===== src/rtl/van_ctrl_pkg.sv =====
// constants for the vehicle bus controller configuration block
package van_ctrl_pkg;
  // register addresses on the core's special function bus
  localparam logic [15:0] ADDR_CONTROL = 16'hF802;
  localparam logic [15:0] ADDR_BUS_CONFIGURATION = 16'hF803;
  localparam logic [15:0] ADDR_DIAGNOSIS_SPEED_CONTROL = 16'hF804;
  // reset values
  localparam logic [7:0] RST_CONTROL = 8'h00;
  localparam logic [7:0] RST_BUS_CONFIGURATION = 8'h08;
  localparam logic [7:0] RST_DIAGNOSIS_SPEED_CONTROL = 8'h17;
  // control register bits (set only)
  localparam int CTL_SOFT_RESET = 0;
  localparam int CTL_LAST_BYTE = 1;
  localparam int CTL_ACK_REQ = 2;
  localparam int CTL_STOP_TX = 3;
  // bus configuration bits
  localparam int CFG_MASK_ENABLE_LO = 0;
  localparam int CFG_MASK_ENABLE_HI = 1;
  localparam int CFG_IN_FRAME_RESPONSE_ENABLE = 2;
  localparam int CFG_RANK_SYNC = 3;
  localparam int CFG_IDENTIFIER_BIT_IRQ_ENABLE = 4;
  localparam logic [7:0] CFG_WRITABLE = 8'h1F;
  // diagnosis and speed control fields
  localparam int DSC_COMM_MODE_LO = 0;
  localparam int DSC_COMM_MODE_HI = 1;
  localparam int DSC_TX_DIAG_DISABLE = 2;
  localparam int DSC_DIAG_CLOCK_PULSE = 3;
  localparam int DSC_PRESCALE_LSB = 4;
  localparam logic [1:0] COMM_MODE_AUTO = 2'h3;
  // one network time slot lasts this many quartz clocks times the ratio
  localparam int TS_QUARTZ_CLOCKS = 16;
  localparam int PS_CNT_W = 9;
endpackage


===== src/rtl/van_ctrl_config.sv =====
// control, configuration and bus-speed logic of the vehicle bus controller
`timescale 1ns/1ps
// How it works
// - final-byte flag set: two crc bytes follow that byte at once.
// - read frame with flag set and no response: crc after identifier two.
// - control bits set only by software, cleared by hardware; zero ignored.
// - software reset reinitialises like a hardware reset and also pulses frame abort.
// - configuration reads 08H after reset: synchronous, no in-frame reply.
// - identifier irq bit adds an interrupt at the 12th identifier bit.
// - rank bit 0 selects autonomous mode, 1 selects synchronous mode.
// - autonomous mode generates start-of-frame from the quartz clock.
// - in-frame response allowed only when its enable bit is one.
// - mask field 00 both masks, 01 no mask one, 10 no mask two, 11 none.
// - four-bit prescaler code in upper nibble of diagnosis register.
// - codes map to ratios 1,2,3,5,2,4,6,10,2,4,6,10,4,8,12,20.
// - time slot rate is quartz divided by sixteen times the ratio.
// - diagnosis register resets to 17H: prescaler code 1, disable set, mode 11.
// - mode 00,01,10 force receive line a,b,c; 11 is automatic.
// - transmit diagnosis enabled at 0; writing 1 pulses diagnosis clock.
module van_ctrl_config (
  // clock and reset
  input wire logic ref_clk,
  input wire logic arst_n,
  // core register port
  input wire logic [15:0] addr,
  input wire logic wr_en,
  input wire logic rd_en,
  input wire logic [7:0] wdata,
  output logic [7:0] rdata,
  // events from the frame shifter
  input wire logic byte_done,
  input wire logic response_missing,
  input wire logic id_bit12,
  input wire logic ack_taken,
  input wire logic frame_request,
  // frame control outputs
  output logic crc_insert,
  output logic byte_irq,
  output logic id12_irq,
  output logic sof_pulse,
  output logic ts_tick,
  output logic stop_transmit,
  output logic ack_request,
  output logic frame_abort,
  // configuration outputs
  output logic sync_mode,
  output logic ifr_allow,
  output logic mask1_active,
  output logic mask2_active,
  output logic [1:0] rx_line_sel,
  output logic auto_mode,
  output logic tx_diag_enable,
  output logic diag_clock
);
  typedef struct packed {
    logic [7:0] bus_configuration;
    logic [7:0] diagnosis_speed_control;
    logic soft_reset;
    logic last_byte;
    logic ack_req;
    logic stop_tx;
    logic [van_ctrl_pkg::PS_CNT_W-1:0] ps_cnt;
    logic sof_pending;
    logic [7:0] rdata;
    logic crc;
    logic byte_irq;
    logic id12_irq;
    logic sof;
    logic ts;
    logic stop_pulse;
    logic abort;
    logic diag_clk;
    logic sync;
    logic in_frame_response_enable;
    logic m1;
    logic m2;
    logic [1:0] rx_sel;
    logic auto;
    logic txd_en;
  } state_s;
  localparam state_s RST = '{
    bus_configuration: van_ctrl_pkg::RST_BUS_CONFIGURATION,
    diagnosis_speed_control: van_ctrl_pkg::RST_DIAGNOSIS_SPEED_CONTROL,
    rx_sel: van_ctrl_pkg::RST_DIAGNOSIS_SPEED_CONTROL[1:0],
    auto: 1'b1,
    sync: 1'b1,
    m1: 1'b1,
    m2: 1'b1,
    default: '0
  };
  function automatic logic [4:0] div_ratio(input logic [3:0] code);
    case (code)
      4'h0: div_ratio = 5'h01;
      4'h1: div_ratio = 5'h02;
      4'h2: div_ratio = 5'h03;
      4'h3: div_ratio = 5'h05;
      4'h4: div_ratio = 5'h02;
      4'h5: div_ratio = 5'h04;
      4'h6: div_ratio = 5'h06;
      4'h7: div_ratio = 5'h0A;
      4'h8: div_ratio = 5'h02;
      4'h9: div_ratio = 5'h04;
      4'hA: div_ratio = 5'h06;
      4'hB: div_ratio = 5'h0A;
      4'hC: div_ratio = 5'h04;
      4'hD: div_ratio = 5'h08;
      4'hE: div_ratio = 5'h0C;
      default: div_ratio = 5'h14;
    endcase
  endfunction
  state_s cur;
  state_s next_s;
  logic [van_ctrl_pkg::PS_CNT_W-1:0] slot_len;
  logic wr_ctl;
  logic wr_cfg;
  logic wr_dsc;
  always_comb begin
    wr_ctl = wr_en && addr == van_ctrl_pkg::ADDR_CONTROL;
    wr_cfg = wr_en && addr == van_ctrl_pkg::ADDR_BUS_CONFIGURATION;
    wr_dsc = wr_en && addr == van_ctrl_pkg::ADDR_DIAGNOSIS_SPEED_CONTROL;
    slot_len = van_ctrl_pkg::PS_CNT_W'(van_ctrl_pkg::TS_QUARTZ_CLOCKS
      * div_ratio(cur.diagnosis_speed_control[7:4]));
    next_s = cur;
    next_s.crc = 1'b0;
    next_s.sof = 1'b0;
    next_s.ts = 1'b0;
    next_s.stop_pulse = 1'b0;
    next_s.abort = 1'b0;
    next_s.diag_clk = 1'b0;
    next_s.byte_irq = byte_done;
    next_s.id12_irq = id_bit12 &&
      cur.bus_configuration[van_ctrl_pkg::CFG_IDENTIFIER_BIT_IRQ_ENABLE];
    // crc after last byte or missing reply
    if (cur.last_byte && (byte_done || response_missing)) begin
      next_s.crc = 1'b1;
      next_s.last_byte = 1'b0;
    end
    if (ack_taken) begin
      next_s.ack_req = 1'b0;
    end
    // stop request acts once, then clears itself
    if (cur.stop_tx) begin
      next_s.stop_pulse = 1'b1;
      next_s.stop_tx = 1'b0;
    end
    // set only; a set in the clearing cycle wins
    if (wr_ctl) begin
      if (wdata[van_ctrl_pkg::CTL_LAST_BYTE]) begin
        next_s.last_byte = 1'b1;
      end
      if (wdata[van_ctrl_pkg::CTL_ACK_REQ]) begin
        next_s.ack_req = 1'b1;
      end
      if (wdata[van_ctrl_pkg::CTL_STOP_TX]) begin
        next_s.stop_tx = 1'b1;
      end
      if (wdata[van_ctrl_pkg::CTL_SOFT_RESET]) begin
        next_s.soft_reset = 1'b1;
      end
    end
    if (wr_cfg) begin
      next_s.bus_configuration = wdata & van_ctrl_pkg::CFG_WRITABLE;
    end
    if (wr_dsc) begin
      // pulse bit never stores, so the next write can pulse again
      next_s.diagnosis_speed_control = wdata;
      next_s.diagnosis_speed_control[van_ctrl_pkg::DSC_DIAG_CLOCK_PULSE] =
        1'b0;
      next_s.diag_clk = wdata[van_ctrl_pkg::DSC_DIAG_CLOCK_PULSE];
    end
    // time slot divider; >= covers a speed change mid count
    if (cur.ps_cnt >= slot_len - 1'b1) begin
      next_s.ps_cnt = '0;
      next_s.ts = 1'b1;
    end else begin
      next_s.ps_cnt = cur.ps_cnt + 1'b1;
    end
    // autonomous start of frame on a slot boundary
    if (frame_request &&
        !cur.bus_configuration[van_ctrl_pkg::CFG_RANK_SYNC]) begin
      next_s.sof_pending = 1'b1;
    end
    if (cur.sof_pending && cur.ts) begin
      next_s.sof = 1'b1;
      next_s.sof_pending = 1'b0;
    end
    if (cur.bus_configuration[van_ctrl_pkg::CFG_RANK_SYNC]) begin
      next_s.sof_pending = 1'b0;
    end
    // registered copies of configuration for the frame logic
    next_s.sync = cur.bus_configuration[van_ctrl_pkg::CFG_RANK_SYNC];
    next_s.in_frame_response_enable =
      cur.bus_configuration[van_ctrl_pkg::CFG_IN_FRAME_RESPONSE_ENABLE];
    next_s.m1 = !cur.bus_configuration[van_ctrl_pkg::CFG_MASK_ENABLE_LO];
    next_s.m2 = !cur.bus_configuration[van_ctrl_pkg::CFG_MASK_ENABLE_HI];
    next_s.rx_sel = cur.diagnosis_speed_control[
      van_ctrl_pkg::DSC_COMM_MODE_HI:van_ctrl_pkg::DSC_COMM_MODE_LO];
    next_s.auto = next_s.rx_sel == van_ctrl_pkg::COMM_MODE_AUTO;
    next_s.txd_en =
      !cur.diagnosis_speed_control[van_ctrl_pkg::DSC_TX_DIAG_DISABLE];
    // read data, one cycle after the strobe
    if (rd_en) begin
      case (addr)
        van_ctrl_pkg::ADDR_CONTROL:
          next_s.rdata = {4'h0, cur.stop_tx, cur.ack_req, cur.last_byte,
                          cur.soft_reset};
        van_ctrl_pkg::ADDR_BUS_CONFIGURATION:
          next_s.rdata = cur.bus_configuration;
        van_ctrl_pkg::ADDR_DIAGNOSIS_SPEED_CONTROL:
          next_s.rdata = cur.diagnosis_speed_control;
        default: next_s.rdata = 8'h00;
      endcase
    end
    // software reset restores everything and aborts the frame
    if (cur.soft_reset) begin
      next_s = RST;
      next_s.abort = 1'b1;
    end
  end
  always_ff @(posedge ref_clk or negedge arst_n) begin
    if (!arst_n) begin
      cur <= RST;
    end else begin
      cur <= next_s;
    end
  end
  assign rdata = cur.rdata;
  assign crc_insert = cur.crc;
  assign byte_irq = cur.byte_irq;
  assign id12_irq = cur.id12_irq;
  assign sof_pulse = cur.sof;
  assign ts_tick = cur.ts;
  assign stop_transmit = cur.stop_pulse;
  assign ack_request = cur.ack_req;
  assign frame_abort = cur.abort;
  assign sync_mode = cur.sync;
  assign ifr_allow = cur.in_frame_response_enable;
  assign mask1_active = cur.m1;
  assign mask2_active = cur.m2;
  assign rx_line_sel = cur.rx_sel;
  assign auto_mode = cur.auto;
  assign tx_diag_enable = cur.txd_en;
  assign diag_clock = cur.diag_clk;
endmodule


===== config.mk =====
export PLATFORM = sky130hd
export DESIGN_NAME = van_ctrl_config
export DESIGN_NICKNAME = d
export VERILOG_FILES = /design/src/rtl/van_ctrl_pkg.sv /design/src/rtl/van_ctrl_config.sv
export SDC_FILE = /design/constraint.sdc
export NUM_CORES = 1
export LEC_CHECK = 0
export ABC_AREA = 1
export BUFFER_PORTS_ARGS = -buffer_cell sky130_fd_sc_hd__buf_2
export CORE_MARGIN = 2
export CORE_UTILIZATION = 55
export DETAILED_ROUTE_END_ITERATION = 8
export PLACE_DENSITY_LB_ADDON = 0.2
export SLEW_MARGIN = 0
export SYNTH_ARGS = -nofsm -noshare
export SYNTH_HDL_FRONTEND = slang
export SYNTH_SLANG_ARGS = --single-unit

===== constraint.sdc =====
create_clock -name ref_clk -period 6.17 [get_ports ref_clk]
set_input_delay 0.617 -clock ref_clk [delete_from_list [all_inputs] [get_ports ref_clk]]
set_output_delay 0.617 -clock ref_clk [all_outputs]
set_load 0.01 [all_outputs]

==> metrics.cfg <==
[worst_setup_path]
crit_required_ns=6.39
r2r-end=cur[30]
crit_path_max_fanout=9
crit_chain=inv_1 -> ha_1 -> inv_1 -> nand2_1 -> o21a_1 -> nand2_1 -> o21ai_0 -> ha_1 -> nand2_1 -> o21bai_1 -> o31ai_1 -> ha_1 -> a21oi_1 -> o21ai_0 -> a21oi_1 -> nand3_2 -> nor2_1
r2r_cells=17
cp-endpoint=cur[30]
slowest_delay_ns=0.41
worstSetupStartpoint=cur[43]
path_buf_inv=2
worstSetupEndpointType=flip-flop
cpMaxStageDelayCell=dfrtp_1
cp_data_arrival_time_ns=3.07
cp_top_family=compound AO/OA/AOI/OAI gates
reg2reg_slack_ns=3.32
r2r-start=cur[43]
cp-start-kind=flip-flop
worst-path-stages=17
crit_type=reg -> reg

[power_and_ir_drop]
ir_drop_uv=200
p_per_area_nw_per_um2=232
p_total_mw=0.685
power_leakage_nw=1.56

[yosys]
yosysTopAreaCell=dfrtp_1
synth.area.top_cells=dfrtp_1 (37%), dfstp_2 (11%), nand2_1 (7.9%), nand3_1 (6.1%), ha_1 (5.3%)
synth_top_area_share_pct=37.4
yosysSeqAreaShare_pct=48.5
syn-num-nets=337
postSynthAreaPerCell_um2=8.90
ys_types=35
syn_inst=293
synth_area_um2=2610
yosys_register_bits=50
yosysWarnings=0

[placed_design]
hpwl_um=3610
port_buffers=57
place_area_um2=2840
pre_cts_ws_ns=3.35
gp_congestion=0.786

[global_route]
antenna_found_initial=0
grt_first_pass_wirelength_um=8670
grt_pass1_vias=1935
grt_max_degree=51
track_usage_pct=20.9
grt_overflow=0

[drt]
firstDrtPassIters=4
wl_per_cell_um=12.8
wirelength_um=5050
drc=0
vias=2050
drtIter0Drc=100
postRouteAntennaNets=0
via_per_inst=5.19

[sta]
timing.max_slew.rel_slack_pct=28.8
drv_slew=0
tightest_slew_ns=1.07
period_needed_ns=2.85
period_share_pct=46.2
setup_viol=0
finalSetupTns_ns=0
rsz0062_at_grt=false
setup_slack_ns=3.32
hold_viol=0
fin_skew_ns=0.00680
fmax_mhz=351

[floorplanning]
io_pins=58
rows=25
die_y_um=72.8
coreArea_um2=4630
dieWidth_um=72.8
start_util_pct=56.3
die_area_um2=5300

[clock_tree]
clkTransAtPathRegs_ns=0.09
clk_latency_ns=0.30
cts_buffer_depth=2
post_cts_resized=0
clock-root-buffer=clkbuf_8
htreeDepth=2
cts_setup_buffers=0
cts_tree=done
numCtsBuffers=5
cts_hold_buf=0
clock_sinks=50

[cells_and_area]
nNetsFinal=384
layout_common_cells=buf_2 (57), nand2_1 (55), dfrtp_1 (39)
final_layout_size_suffix_gt1_share_pct=28.7
n_fill_cell=408
diodes=0
stdcell_area_um2=2950
area_growth_pct=13.3
final_common_cell=buf_2

[outcome]
status=completed

[min_path]
hp-class=reg -> reg
hold_path.startpoint=cur[47]

[job]
drv_cap=0

-- cell families (layout without fill, tap and decap cells) --
kind of cell / after synthesis / in the layout / share of synthesized area [%]
buffers and inverters: 44 / 92 / 8.40
adders and majority gates: 11 / 11 / 5.28
xor gates and xnor gates: 8 / 8 / 2.69
DFF: 50 / 50 / 48.5
AOI/OAI and AO/OA: 40 / 40 / 9.17
and+or+nand+nor: 140 / 140 / 25.9
-- layer usage --
metal,track usage [%],wire length [um],vias up
li1,-,-,1036
met5,0,0,-
met2,33.8,2340,60
met4,6.17,82,0
met1,28.6,2400,945
met3,4.14,225,9
-- report_power, final --
part           switching (mW)  total (mW)  internal, mW
logic                  0.0530      0.0904        0.0374
registers              0.0186       0.366         0.348
clock network           0.107       0.228         0.121
-- how the worst min path moves through the flow --
| stage | end | slack, ns | depth (start not counted) |
|---|---|---|---|
| finish | mask2_active | 0.43 | 1 |
| global placement | mask1_active | 0.41 | 1 |
| detailed placement | mask1_active | 0.42 | 1 |
| floorplan | ack_request | 0.32 | 0 |
| global route | mask2_active | 0.46 | 1 |
| CTS | mask2_active | 0.43 | 1 |
-- Yosys cell counts --
cell type / number
ha_1: 11
clkbuf_2: 1
nand2_4: 1
nand2_1: 55
o31ai_1: 1
nand2_2: 2
nand4_1: 4
nor3_2: 1
o21bai_1: 1
inv_4: 1
o21ai_2: 7
o22ai_1: 1
nor3_1: 1
xor2_1: 5
nor2_8: 1
dfrtp_1: 39
nor2_1: 34
nand3_2: 2
o21ai_1: 2
o21ai_0: 17
nand3_1: 32
o32ai_1: 1
nor2_4: 4
dfstp_2: 11
buf_6: 1
nor2_2: 2
o21a_1: 1
inv_1: 25
buf_2: 1
buf_4: 11
a21oi_1: 9
xnor2_1: 3
inv_2: 1
clkbuf_1: 3
nand2_8: 1
-- through the flow --
stage	std cells	hold slack (ns)	utilization, %
detailed placement	387	0.415	61.4
floorplan	293	0.321	-
finish	395	0.433	63.8
global placement	387	0.407	61.4
CTS	395	0.430	63.8
global route	395	0.458	63.8
-- area by class of cell --
type	instances	area, um^2	area share, %
Clock buffer	6	72.6	2.46
Clock inverter	2	37.5	1.27
Inverter	27	104	3.52
Multi-Input combinational cell	199	1120	38.0
Sequential cell	50	1260	42.8
Tap cell	54	67.6	2.29
Timing Repair Buffer	57	285	9.66
-- state kept, by name (all words and copies together) (netlist names) --
name	flops
ack_request	1
auto_mode	1
byte_irq	1
crc_insert	1
cur	25
diag_clock	1
frame_abort	1
id12_irq	1
ifr_allow	1
mask1_active	1
mask2_active	1
rdata	8
rx_line_sel	2
sof_pulse	1
stop_transmit	1
sync_mode	1
ts_tick	1
tx_diag_enable	1
(Power assumes the default switching activity.)
